==> config.mk <==
export PLATFORM = sky130hd
export DESIGN_NAME = rsc_reset_source_control
export DESIGN_NICKNAME = d
export VERILOG_FILES = /design/src/design/rsc_pkg.sv /design/src/design/rsc_watchdog.sv /design/src/design/rsc_flash_guard.sv /design/src/design/rsc_reset_source_control.sv
export SDC_FILE = /design/constraint.sdc
export NUM_CORES = 1
export LEC_CHECK = 0
export BUFFER_PORTS_ARGS = -buffer_cell sky130_fd_sc_hd__buf_2
export CAP_MARGIN = 5
export CORE_MARGIN = 5
export CORE_UTILIZATION = 47
export DETAILED_ROUTE_END_ITERATION = 8
export PLACE_DENSITY_LB_ADDON = 0.05
export SETUP_SLACK_MARGIN = 0.3
export SYNTH_ARGS = -nofsm -noshare
export SYNTH_HDL_FRONTEND = slang
export SYNTH_SLANG_ARGS = --single-unit
==> constraint.sdc <==
create_clock -name mclk -period 1.85 [get_ports mclk]
set_input_delay 0.2775 -clock mclk [delete_from_list [all_inputs] [get_ports mclk]]
set_output_delay 0.2775 -clock mclk [all_outputs]
set_load 0.005 [all_outputs]
==> src/design/rsc_pkg.sv <==
package rsc_pkg;

  // ----------------------------------------------------------------
  // register placement and field positions
  // ----------------------------------------------------------------
  localparam logic [7:0] RSC_CAUSE_ADDR    = 8'hef;
  localparam int         RSC_BIT_CMP       = 5;
  localparam int         RSC_BIT_SW        = 4;
  localparam int         RSC_BIT_MCD       = 2;
  localparam int         RSC_BIT_VDM       = 1;
  localparam logic [7:0] RSC_CAUSE_POR_VAL = 8'h02;
  localparam logic [7:0] RSC_READ_MASK     = 8'h7f;
  localparam logic [7:0] RSC_OTHER_THAN_CMP = 8'hdf;

  // ----------------------------------------------------------------
  // timing
  // ----------------------------------------------------------------
  localparam int         RSC_CLK_PERIOD_NS = 100;
  localparam int         RSC_RST_HOLD_NS   = 1000;
  localparam int         RSC_RST_HOLD_CYC  =
    (RSC_RST_HOLD_NS + RSC_CLK_PERIOD_NS - 1) / RSC_CLK_PERIOD_NS;
  localparam logic [3:0] RSC_HOLD_LOAD     = 4'(RSC_RST_HOLD_CYC - 1);
  localparam logic [3:0] RSC_WDT_PRESCALE  = 4'd12;
  localparam int         RSC_WDT_LIMIT_DEF = 256;

  // ----------------------------------------------------------------
  // flash address limit
  // ----------------------------------------------------------------
  localparam logic [15:0] RSC_USER_CODE_TOP = 16'hfbff;
  localparam logic [1:0]  RSC_TOP_BANK      = 2'h3;

  // ----------------------------------------------------------------
  // types
  // ----------------------------------------------------------------
  typedef enum logic [1:0] {
    RSC_ACC_DATA_WRITE,
    RSC_ACC_ERASE,
    RSC_ACC_CODE_READ,
    RSC_ACC_FETCH
  } rsc_acc_kind_t;

  typedef struct packed {
    logic          valid;
    rsc_acc_kind_t kind;
    logic [1:0]    bank;
    logic [15:0]   addr;
    logic          secure_block;
  } rsc_flash_req_t;

  typedef struct packed {
    logic       wr;
    logic       rd;
    logic [7:0] addr;
    logic [7:0] wdata;
  } rsc_sfr_req_t;

  // layout matches the register bit for bit
  typedef struct packed {
    logic unused;
    logic flash;
    logic cmp;
    logic sw;
    logic wdt;
    logic lost_clock_detector;
    logic por;
    logic pin;
  } rsc_cause_t;

  typedef enum logic {
    RSC_RUN,
    RSC_HOLD
  } rsc_state_t;

endpackage

==> src/design/rsc_watchdog.sv <==
`timescale 1ns/10ps
module rsc_watchdog
  import rsc_pkg::*;
#(
  parameter int LIMIT = RSC_WDT_LIMIT_DEF
) (
  input  wire logic mclk,
  input  wire logic arst_n,
  input  wire logic sys_reset,
  input  wire logic kick,
  input  wire logic off,
  output logic      running,
  output logic      overflow
);

  // ----------------------------------------------------------------
  // state
  // ----------------------------------------------------------------
  typedef struct packed {
    logic        en;
    logic [3:0]  pre;
    logic [15:0] cnt;
    logic        ovf;
  } rsc_wdt_state_t;

  rsc_wdt_state_t r_reg;
  rsc_wdt_state_t r_next;

  if (LIMIT < 2 || LIMIT > 65535) begin : g_chk
    $error("watchdog limit out of range");
  end

  // restart enabled on every system reset, ticking once per 12 clocks
  always_comb begin
    r_next     = r_reg;
    r_next.ovf = 1'b0;
    if (sys_reset) begin
      r_next.en  = 1'b1;
      r_next.pre = 4'h0;
      r_next.cnt = 16'h0000;
    end else if (kick) begin
      r_next.pre = 4'h0;
      r_next.cnt = 16'h0000;
    end else if (off) begin
      r_next.en = 1'b0;
    end else if (r_reg.en) begin
      if (r_reg.pre == RSC_WDT_PRESCALE - 4'd1) begin
        r_next.pre = 4'h0;
        if (r_reg.cnt == 16'(LIMIT - 1)) begin
          r_next.cnt = 16'h0000;
          r_next.ovf = 1'b1;
        end else begin
          r_next.cnt = r_reg.cnt + 16'h0001;
        end
      end else begin
        r_next.pre = r_reg.pre + 4'h1;
      end
    end
  end

  always_ff @(posedge mclk or negedge arst_n) begin
    if (!arst_n) begin
      r_reg <= '{en: 1'b1, pre: 4'h0, cnt: 16'h0000, ovf: 1'b0};
    end else begin
      r_reg <= r_next;
    end
  end

  assign running  = r_reg.en;
  assign overflow = r_reg.ovf;

  // ----------------------------------------------------------------
  // checks
  // ----------------------------------------------------------------
  property p_wdt_up_enabled;
    @(posedge mclk) disable iff (!arst_n)
    sys_reset |=> running;
  endproperty
  a_wdt_up_enabled: assert property (p_wdt_up_enabled)
    else $error("watchdog not enabled after reset");

  property p_wdt_prescale;
    @(posedge mclk) disable iff (!arst_n)
    (running && !sys_reset && !kick && !off) |=>
      (r_reg.pre == (($past(r_reg.pre) == RSC_WDT_PRESCALE - 4'd1) ? 4'h0 :
                     $past(r_reg.pre) + 4'h1));
  endproperty
  a_wdt_prescale: assert property (p_wdt_prescale)
    else $error("watchdog prescale is not twelve");

endmodule

==> src/design/rsc_flash_guard.sv <==
`timescale 1ns/10ps
module rsc_flash_guard
  import rsc_pkg::*;
#(
  parameter bit REDUCED_MEM = 1'b0
) (
  input  wire logic           mclk,
  input  wire logic           arst_n,
  input  wire logic           sys_reset,
  input  wire rsc_flash_req_t req,
  input  wire logic           store_write_en,
  input  wire logic           vdm_enabled,
  input  wire logic           vdm_high,
  input  wire logic           vdm_selected,
  output logic                err
);

  typedef struct packed {
    logic err;
  } rsc_fg_state_t;

  rsc_fg_state_t r_reg;
  rsc_fg_state_t r_next;

  logic beyond;
  logic write_like;
  logic flash_op;
  logic bad;

  // the whole top bank is off limits on the small variant
  always_comb begin
    beyond     = (req.bank == RSC_TOP_BANK) &&
                 (REDUCED_MEM || req.addr > RSC_USER_CODE_TOP);
    write_like = (req.kind == RSC_ACC_DATA_WRITE) || (req.kind == RSC_ACC_ERASE);
    flash_op   = (write_like && store_write_en) || (req.kind == RSC_ACC_CODE_READ);
    bad        = req.valid && (
                 (write_like && store_write_en && beyond) ||
                 (req.kind == RSC_ACC_CODE_READ && beyond) ||
                 (req.kind == RSC_ACC_FETCH && beyond) ||
                 (flash_op && req.secure_block) ||
                 (flash_op && !(vdm_enabled && vdm_high && vdm_selected)));
    r_next     = r_reg;
    r_next.err = bad && !sys_reset;
  end

  always_ff @(posedge mclk or negedge arst_n) begin
    if (!arst_n) begin
      r_reg <= '{err: 1'b0};
    end else begin
      r_reg <= r_next;
    end
  end

  assign err = r_reg.err;

  property p_fetch_limit;
    @(posedge mclk) disable iff (!arst_n)
    (req.valid && req.kind == RSC_ACC_FETCH && req.bank == RSC_TOP_BANK &&
     req.addr > RSC_USER_CODE_TOP && !sys_reset) |=> err;
  endproperty
  a_fetch_limit: assert property (p_fetch_limit)
    else $error("fetch beyond code limit not flagged");

endmodule

==> src/design/rsc_reset_source_control.sv <==
// Contract
// - bit 5 written 1 enables comparator reset; disabled comparator never resets
// - enabled comparator resets when positive input is below negative input
// - bit 5 reads 1 only after a comparator-caused reset
// - internal reset sources never drive the external reset pin; the supply-monitor reset drives it here
// - watchdog comes up enabled, clocked at system clock over twelve
// - watchdog overflow resets the device and sets bit 3
// - enabled data-space write or erase beyond user limit causes flash reset
// - code-space read beyond user limit causes flash reset
// - fetch or branch beyond user limit causes flash reset
// - flash access forbidden by security settings causes flash reset
// - flash access without high-threshold selected supply monitor causes flash reset
// - bit 6 reads 1 after a flash fault reset
// - bit 4 written 1 forces reset; reads 1 afterwards
// - bit 2 enables lost-clock detector; reads its reset flag
// - bit 1 written 1 selects supply monitor; firmware enables monitor first
// - bit 1 reads 1 after power-on or supply reset
// - bit 0 flags pin reset; bit 7 reads 0, ignores writes
`timescale 1ns/10ps
module rsc_reset_source_control
  import rsc_pkg::*;
#(
  parameter int WDT_LIMIT   = RSC_WDT_LIMIT_DEF,
  parameter bit REDUCED_MEM = 1'b0
) (
  input  wire logic           mclk,
  input  wire logic           arst_n,
  input  wire rsc_sfr_req_t   sfr,
  output logic [7:0]          sfr_rdata,
  input  wire logic           cmp_below,
  input  wire logic           mcd_timeout,
  input  wire logic           vdm_enabled,
  input  wire logic           vdm_high,
  input  wire logic           vdm_below,
  input  wire logic           ext_rst_n,
  input  wire rsc_flash_req_t flash_req,
  input  wire logic           store_write_en,
  input  wire logic           wdt_kick,
  input  wire logic           wdt_off,
  output logic                sys_reset,
  output logic                rst_pin_oe,
  output logic                mcd_enable,
  output logic                vdm_select,
  output logic                wdt_running
);

  // ----------------------------------------------------------------
  // state
  // ----------------------------------------------------------------
  typedef struct packed {
    rsc_state_t st;
    logic [3:0] hold;
    rsc_cause_t flags;
    logic       cmp_en;
    logic       mcd_en;
    logic       vdm_sel;
    logic [7:0] rdata;
    logic       sys_rst;
    logic       pin_oe;
  } rsc_top_state_t;

  // power-up: sit in reset with the supply flag set and the pin pulled
  localparam rsc_top_state_t RSC_TOP_RST = '{
    st:      RSC_HOLD,
    hold:    RSC_HOLD_LOAD,
    flags:   rsc_cause_t'(RSC_CAUSE_POR_VAL),
    cmp_en:  1'b0,
    mcd_en:  1'b1,
    vdm_sel: 1'b1,
    rdata:   8'h00,
    sys_rst: 1'b1,
    pin_oe:  1'b1
  };

  rsc_top_state_t r_reg;
  rsc_top_state_t r_next;

  rsc_cause_t cause;
  logic       wr_hit;
  logic       rd_hit;
  logic       supply_low;
  logic       wdt_ovf;
  logic       flash_err;
  logic [6:0] flags_lo;

  if (RSC_RST_HOLD_CYC < 2 || RSC_RST_HOLD_CYC > 16) begin : g_chk
    $error("reset hold count does not fit its counter");
  end

  // ----------------------------------------------------------------
  // request sources
  // ----------------------------------------------------------------
  rsc_watchdog #(
    .LIMIT (WDT_LIMIT)
  ) u_wdt (
    .mclk      (mclk),
    .arst_n    (arst_n),
    .sys_reset (r_reg.sys_rst),
    .kick      (wdt_kick),
    .off       (wdt_off),
    .running   (wdt_running),
    .overflow  (wdt_ovf)
  );

  rsc_flash_guard #(
    .REDUCED_MEM (REDUCED_MEM)
  ) u_fg (
    .mclk           (mclk),
    .arst_n         (arst_n),
    .sys_reset      (r_reg.sys_rst),
    .req            (flash_req),
    .store_write_en (store_write_en),
    .vdm_enabled    (vdm_enabled),
    .vdm_high       (vdm_high),
    .vdm_selected   (r_reg.vdm_sel),
    .err            (flash_err)
  );

  // ----------------------------------------------------------------
  // cause vector, one bit per source, already gated by its enable
  // ----------------------------------------------------------------
  always_comb begin
    wr_hit       = sfr.wr && (sfr.addr == RSC_CAUSE_ADDR) && (r_reg.st == RSC_RUN);
    rd_hit       = sfr.rd && (sfr.addr == RSC_CAUSE_ADDR);
    supply_low   = r_reg.vdm_sel && vdm_enabled && vdm_below;
    cause        = '0;
    cause.pin    = !ext_rst_n;
    cause.por    = supply_low;
    cause.lost_clock_detector    = r_reg.mcd_en && mcd_timeout;
    cause.wdt    = wdt_ovf;
    cause.sw     = wr_hit && sfr.wdata[RSC_BIT_SW];
    cause.cmp    = r_reg.cmp_en && cmp_below;
    cause.flash  = flash_err;
  end

  // ----------------------------------------------------------------
  // sequencer and register
  // ----------------------------------------------------------------
  // writes are taken whole, so a read-back flag written back lands as
  // an enable or a forced reset; firmware must never merge into it
  always_comb begin
    r_next       = r_reg;
    // unmapped reads answer zero; bit 7 is never stored
    r_next.rdata = rd_hit ? (RSC_READ_MASK & 8'(r_reg.flags)) : 8'h00;
    case (r_reg.st)
      RSC_RUN: begin
        if (|cause) begin
          // every source that fires in this cycle is recorded together
          r_next.st      = RSC_HOLD;
          r_next.hold    = RSC_HOLD_LOAD;
          r_next.flags   = cause;
          r_next.sys_rst = 1'b1;
          r_next.pin_oe  = cause.por;
          r_next.cmp_en  = 1'b0;
          // a forcing write is still a plain write, so its lost-clock and supply-monitor enable bits land too; comparator enable clears
          if (wr_hit) begin
            r_next.mcd_en  = sfr.wdata[RSC_BIT_MCD];
            r_next.vdm_sel = sfr.wdata[RSC_BIT_VDM];
          end
        end else if (wr_hit) begin
          r_next.cmp_en  = sfr.wdata[RSC_BIT_CMP];
          r_next.mcd_en  = sfr.wdata[RSC_BIT_MCD];
          r_next.vdm_sel = sfr.wdata[RSC_BIT_VDM];
        end
      end
      RSC_HOLD: begin
        r_next.sys_rst = 1'b1;
        if (r_reg.hold != 4'h0) begin
          r_next.hold = r_reg.hold - 4'h1;
        end else if (ext_rst_n && !supply_low) begin
          // stay in reset while the pin or the supply still asks for it
          r_next.st      = RSC_RUN;
          r_next.sys_rst = 1'b0;
          r_next.pin_oe  = 1'b0;
        end
      end
      default: begin
        r_next = RSC_TOP_RST;
      end
    endcase
  end

  always_ff @(posedge mclk or negedge arst_n) begin
    if (!arst_n) begin
      r_reg <= RSC_TOP_RST;
    end else begin
      r_reg <= r_next;
    end
  end

  // ----------------------------------------------------------------
  // outputs
  // ----------------------------------------------------------------
  assign sfr_rdata  = r_reg.rdata;
  assign sys_reset  = r_reg.sys_rst;
  assign rst_pin_oe = r_reg.pin_oe;
  assign mcd_enable = r_reg.mcd_en;
  assign vdm_select = r_reg.vdm_sel;
  assign flags_lo   = r_reg.flags[6:0];

  // ----------------------------------------------------------------
  // checks
  // ----------------------------------------------------------------
  property p_cmp_on;
    @(posedge mclk) disable iff (!arst_n)
    (r_reg.st == RSC_RUN && r_reg.cmp_en && cmp_below) |=> (sys_reset && r_reg.flags.cmp);
  endproperty
  a_cmp_on: assert property (p_cmp_on)
    else $error("enabled comparator did not reset");

  property p_cmp_off;
    @(posedge mclk) disable iff (!arst_n)
    (r_reg.st == RSC_RUN && !r_reg.cmp_en && cmp_below &&
     ((8'(cause) & RSC_OTHER_THAN_CMP) == 8'h00)) |=> !sys_reset;
  endproperty
  a_cmp_off: assert property (p_cmp_off)
    else $error("disabled comparator caused a reset");

  property p_sw_force;
    @(posedge mclk) disable iff (!arst_n)
    (r_reg.st == RSC_RUN && sfr.wr && sfr.addr == RSC_CAUSE_ADDR && sfr.wdata[RSC_BIT_SW])
      |=> (sys_reset && r_reg.flags.sw);
  endproperty
  a_sw_force: assert property (p_sw_force)
    else $error("software force did not reset");

  property p_wdt_flag;
    @(posedge mclk) disable iff (!arst_n)
    (r_reg.st == RSC_RUN && wdt_ovf) |=> (sys_reset && r_reg.flags.wdt);
  endproperty
  a_wdt_flag: assert property (p_wdt_flag)
    else $error("watchdog overflow not recorded");

  property p_flash_flag;
    @(posedge mclk) disable iff (!arst_n)
    (r_reg.st == RSC_RUN && flash_err) |=> (sys_reset && r_reg.flags.flash);
  endproperty
  a_flash_flag: assert property (p_flash_flag)
    else $error("flash fault not recorded");

  property p_pin_quiet;
    @(posedge mclk) disable iff (!arst_n)
    (sys_reset && !r_reg.flags.por) |-> !rst_pin_oe;
  endproperty
  a_pin_quiet: assert property (p_pin_quiet)
    else $error("internal reset drove the pin");

  property p_readback;
    @(posedge mclk) disable iff (!arst_n)
    rd_hit |=> (sfr_rdata == {1'b0, $past(flags_lo)});
  endproperty
  a_readback: assert property (p_readback)
    else $error("register read-back wrong");

  property p_hold_len;
    @(posedge mclk) disable iff (!arst_n)
    $rose(sys_reset) |-> sys_reset [*8];
  endproperty
  a_hold_len: assert property (p_hold_len)
    else $error("system reset too short");

  property p_mcd_flag;
    @(posedge mclk) disable iff (!arst_n)
    (r_reg.st == RSC_RUN && !r_reg.mcd_en && !r_reg.flags.lost_clock_detector) |=> !r_reg.flags.lost_clock_detector;
  endproperty
  a_mcd_flag: assert property (p_mcd_flag)
    else $error("lost clock flag without enabled detector");

  property p_supply_flag;
    @(posedge mclk) disable iff (!arst_n)
    (r_reg.st == RSC_RUN && supply_low) |=> (sys_reset && r_reg.flags.por && rst_pin_oe);
  endproperty
  a_supply_flag: assert property (p_supply_flag)
    else $error("supply reset not recorded");

  property p_pin_cause;
    @(posedge mclk) disable iff (!arst_n)
    (r_reg.st == RSC_RUN && !ext_rst_n) |=> (sys_reset && r_reg.flags.pin);
  endproperty
  a_pin_cause: assert property (p_pin_cause)
    else $error("pin reset not recorded");

  property p_mcd_cause;
    @(posedge mclk) disable iff (!arst_n)
    (r_reg.st == RSC_RUN && r_reg.mcd_en && mcd_timeout) |=> (sys_reset && r_reg.flags.lost_clock_detector);
  endproperty
  a_mcd_cause: assert property (p_mcd_cause)
    else $error("lost clock reset not recorded");

  property p_wr_enables;
    @(posedge mclk) disable iff (!arst_n)
    wr_hit |=> (mcd_enable == $past(sfr.wdata[RSC_BIT_MCD]) &&
                vdm_select == $past(sfr.wdata[RSC_BIT_VDM]));
  endproperty
  a_wr_enables: assert property (p_wr_enables)
    else $error("enable bits not taken from write");

  property p_cmp_write;
    @(posedge mclk) disable iff (!arst_n)
    (wr_hit && !(|cause)) |=> (r_reg.cmp_en == $past(sfr.wdata[RSC_BIT_CMP]));
  endproperty
  a_cmp_write: assert property (p_cmp_write)
    else $error("comparator enable not taken from write");

  property p_flags_keep;
    @(posedge mclk) disable iff (!arst_n)
    (r_reg.st == RSC_RUN && !(|cause)) |=> $stable(r_reg.flags);
  endproperty
  a_flags_keep: assert property (p_flags_keep)
    else $error("cause flags changed outside reset entry");

  property p_idle_quiet;
    @(posedge mclk) disable iff (!arst_n)
    (r_reg.st == RSC_RUN && !(|cause)) |=> !sys_reset;
  endproperty
  a_idle_quiet: assert property (p_idle_quiet)
    else $error("reset without an enabled request");

  property p_entry_flags;
    @(posedge mclk) disable iff (!arst_n)
    (r_reg.st == RSC_RUN && (|cause)) |=> (r_reg.flags == $past(cause));
  endproperty
  a_entry_flags: assert property (p_entry_flags)
    else $error("flags differ from causes at entry");

  property p_hold_extend;
    @(posedge mclk) disable iff (!arst_n)
    (r_reg.st == RSC_HOLD && (!ext_rst_n || supply_low)) |=> sys_reset;
  endproperty
  a_hold_extend: assert property (p_hold_extend)
    else $error("reset left while pin or supply still low");

  c_sw_reset:    cover property (@(posedge mclk) disable iff (!arst_n)
                                 (r_reg.st == RSC_RUN && cause.sw));
  c_cmp_reset:   cover property (@(posedge mclk) disable iff (!arst_n)
                                 (r_reg.st == RSC_RUN && cause.cmp));
  c_wdt_reset:   cover property (@(posedge mclk) disable iff (!arst_n)
                                 (r_reg.st == RSC_RUN && cause.wdt));
  c_flash_reset: cover property (@(posedge mclk) disable iff (!arst_n)
                                 (r_reg.st == RSC_RUN && cause.flash));
  c_pin_reset:   cover property (@(posedge mclk) disable iff (!arst_n)
                                 (r_reg.st == RSC_RUN && cause.pin));

endmodule

==> metrics.md <==
| Metric | Value |
|---|---|
| Max IR drop VDD | roughly 550 µV |
| Die Ht | 81.9 µm |
| Post-Route Utilization | 65.4% |
| Final nets | 382 |
| Final worst path period share | approximately nine tenths |
| Syn Nets | 302 |
| CP Max Fanout | 5 |
| Total negative slack | 0 ns |
| CTS tree | yes |
| Yosys warns | 0 |
| RSZ-0062 raised after global routing | true |
| Post-synth EDFFs | 0 |
| Register bit total from synthesis | 47 |
| Final min period | 1.70 ns |
| N_diodes | 0 |
| Required time worst endpoint | approximately 2.1 ns |
| RePlAce Congestion | 0.814 |
| Leak pwr | 1.53 nW |
| Most frequent cell on the critical path | or4_4 |
| Worst path bufs/invs | 0 |
| Largest net degree at the start of global routing | 48 |
| Initial Util | 47.9% |
| Metal-1 WL | 2720 µm |
| R2r worst-path depth | 4 |
| Final setup viols | 0 |
| Hold Crit Depth | 2 |
| Max Slew Vio Count | 0 |
| Hold slack | between 0.15 and 0.2 ns |
| GRT Total Usage | 17.6% |
| Hold path startpoint | ext_rst_n |
| Clock Skew | 0.00446 ns |
| Final-report hold violation count | 0 |
| Max-Cap Viols | 0 |
| Most used DFF post-synth | dfrtp_1 |
| Mean post-synth cell area | 9.84 µm² |
| Number of flip-flops under the largest register name | 20 |
| Mapped Area | 2430 µm² |
| Die Width | 81.9 µm |
| Synth Instances | around 250 |
| Wire length on met2 | 2550 µm |
| PortBufs | 48 |
| Count leader, synth | dfrtp_1 |
| Routed wl met3 | 299 µm |
| Top area cells in the synthesized netlist | dfrtp_1, dfstp_2, nand2_1, nand4_1, a21oi_1 |
| Die area | about 6700 µm² |
| Power Dens Cells | 729 nW/µm² |
| R2r setup slk | between 0.15 and 0.2 ns |
| Worst skew pair latency | between 0.3 and 0.4 ns |
| Fraction of layout cells with a size suffix above 1 | 47.9% |
| Vias/cell | ~5.3 |
| CTS H-tree depth | 2 |
| Max Root-Sink Buffers | 2 |
| # DRC | 0 |
| Antenna violations before repair | 0 |
| Clock transition at path regs | 0.10 ns |
| CTS Buf Count | 5 |
| CP Capture Type | flop |
| Clock sink total | 47 |
| Area Growth Syn to Fin | 36.7% |
| Remaining Overflow, GRT | 0 |
| Vias in the first global route | 1993 |
| First-pass GRT wire length | 9140 µm |
| Drt initial violations | 66 |
| IO Pins | between 60 and 70 |
| Worst path slowest cell | or4_4 |
| Uppermost layer routed | met4 |
| Synth cell types | 50 |
| Routed via count | 2113 |
| CP Launch Type | flop |
| Row cnt | 26 |
| Core ar. | 5070 µm² |
| Crit Reg-Reg Endpoint | u_wdt.r_reg[14] |
| CP Class | reg -> reg |
| Largest area contributor in the netlist | dfrtp_1 |
| CTS root buffer | clkbuf_8 |
| Drt wl/cell | 14.1 µm |
| Total Wirelength | 5630 µm |
| Detail Route Antenna Nets | 0 |
| Reg-to-reg critical path startpoint | u_wdt.r_reg[11] |
| FFs w/ async S/R, synth | 100% |
| WP data arrival | 1.94 ns |
| Min-Delay Path Class | in -> reg |
| Share of the synthesized area in the top cell type | slightly below 40% |
| HPWL Detailed | 3790 µm |
| Crit-path cells | nand4_1 -> or4_4 -> or4_4 -> a21oi_2 |
| Seq/Total Area, Yosys | 48.9% |
| Pre-antenna DRT Iters | 4 |
| CP delay by family, top | simple AND/OR/NAND/NOR gates |
| Worst Hold Path EP | r_reg[25] |
| Peak Freq | between 500 and 600 MHz |
| Crit-path max cell delay | 0.50 ns |
| Status | finished, final reports clean |
| Top cells by count, synth | dfrtp_1, nand2_1, a21oi_1 |
metrics by stage:
step	instance area [µm²]	worst slack, ns	power (mW)	instances
2_1_floorplan	2510	0.127	1.53	247
3_3_place_gp	2850	0.0553	1.67	368
3_5_place_dp	2850	0.0354	1.67	368
4_1_cts	3120	0.131	2.39	390
5_1_grt	3320	0.0718	2.55	398
6_report	3320	0.155	2.42	398
power breakdown:
group          leakage (nW)  internal (mW)  switching (mW)
logic                 0.874          0.277           0.255
registers             0.609           1.14          0.0755
clock network        0.0467          0.280           0.389
total                  1.53           1.70           0.719
per-layer routing:
| layer | global-route usage [%] | vias to the layer above |
|---|---|---|
| met4 | 4.98 | 0 |
| met1 | 24.5 | 993 |
| li1 | - | 1056 |
| met2 | 27.8 | 57 |
| met5 | 0 | - |
| met3 | 3.73 | 7 |
worst max-delay path by stage:
stage,depth (start not counted),slack (ns),to,from
after floorplan,5,0.13,flags_lo[3],sfr[12]
final,4,0.15,u_wdt.r_reg[14],u_wdt.r_reg[11]
after detailed placement,5,0.04,flags_lo[3],sfr[12]
after CTS,5,0.13,u_wdt.r_reg[15],u_wdt.r_reg[1]
after global routing,4,0.07,u_wdt.r_reg[14],u_wdt.r_reg[11]
after global placement,5,0.06,flags_lo[3],sfr[12]
worst register-to-register path: stages (launching register included):
cell and delay [ns]:
dfrtp_1 0.40, nand4_1 0.17, or4_4 0.50, or4_4 0.43
a21oi_2 0.12
placed cells by master (no fill, tap or decap), types with 6 or more instances in the layout:
| cell type | synthesis | final |
|---|---|---|
| buf_2 | 2 | 48 |
| buf_4 | 8 | 37 |
| dfrtp_1 | 38 | 33 |
| nand2_1 | 22 | 19 |
| nor2_1 | 15 | 15 |
| nand4_1 | 13 | 13 |
| a21oi_1 | 16 | 12 |
| and2_1 | 12 | 10 |
| dfstp_2 | 9 | 9 |
| inv_1 | 9 | 8 |
| nor3_1 | 8 | 7 |
| a21o_1 | 8 | 7 |
| nand3_1 | 8 | 6 |
kinds of logic (layout without fill, tap and decap cells):
group / count (synthesis) / after routing / synth area share, %
AOI/OAI and AO/OA: 49 / 49 / 13.6
xor gates and xnor gates: 4 / 4 / 1.44
adders and majority gates: 4 / 4 / 2.06
buffers and inverters: 27 / 108 / 6.59
DFF: 47 / 47 / 48.9
muxes: 6 / 6 / 2.68
other: 1 / 1 / 0.154
and+or+nand+nor: 109 / 109 / 24.6
repair_timing:
item,CTS,global route
hold buffers,1,0
endpoints found under the hold margin,38,0
buffers inserted,12,8
cloned,1,0
resized for setup,15,33
pin swaps,9,8
endpoints found under the setup margin,17,22
area by class of cell:
cell class / count / area, µm²
Clock buffer: 5 / 68.8
Clock inverter: 3 / 27.5
Fill cell: 402 / 1750
Inverter: 9 / 33.8
Multi-Input combinational cell: 173 / 1320
Sequential cell: 47 / 1190
Tap cell: 70 / 87.6
Timing Repair Buffer: 91 / 593
Power figures use the tool's default switching activity.
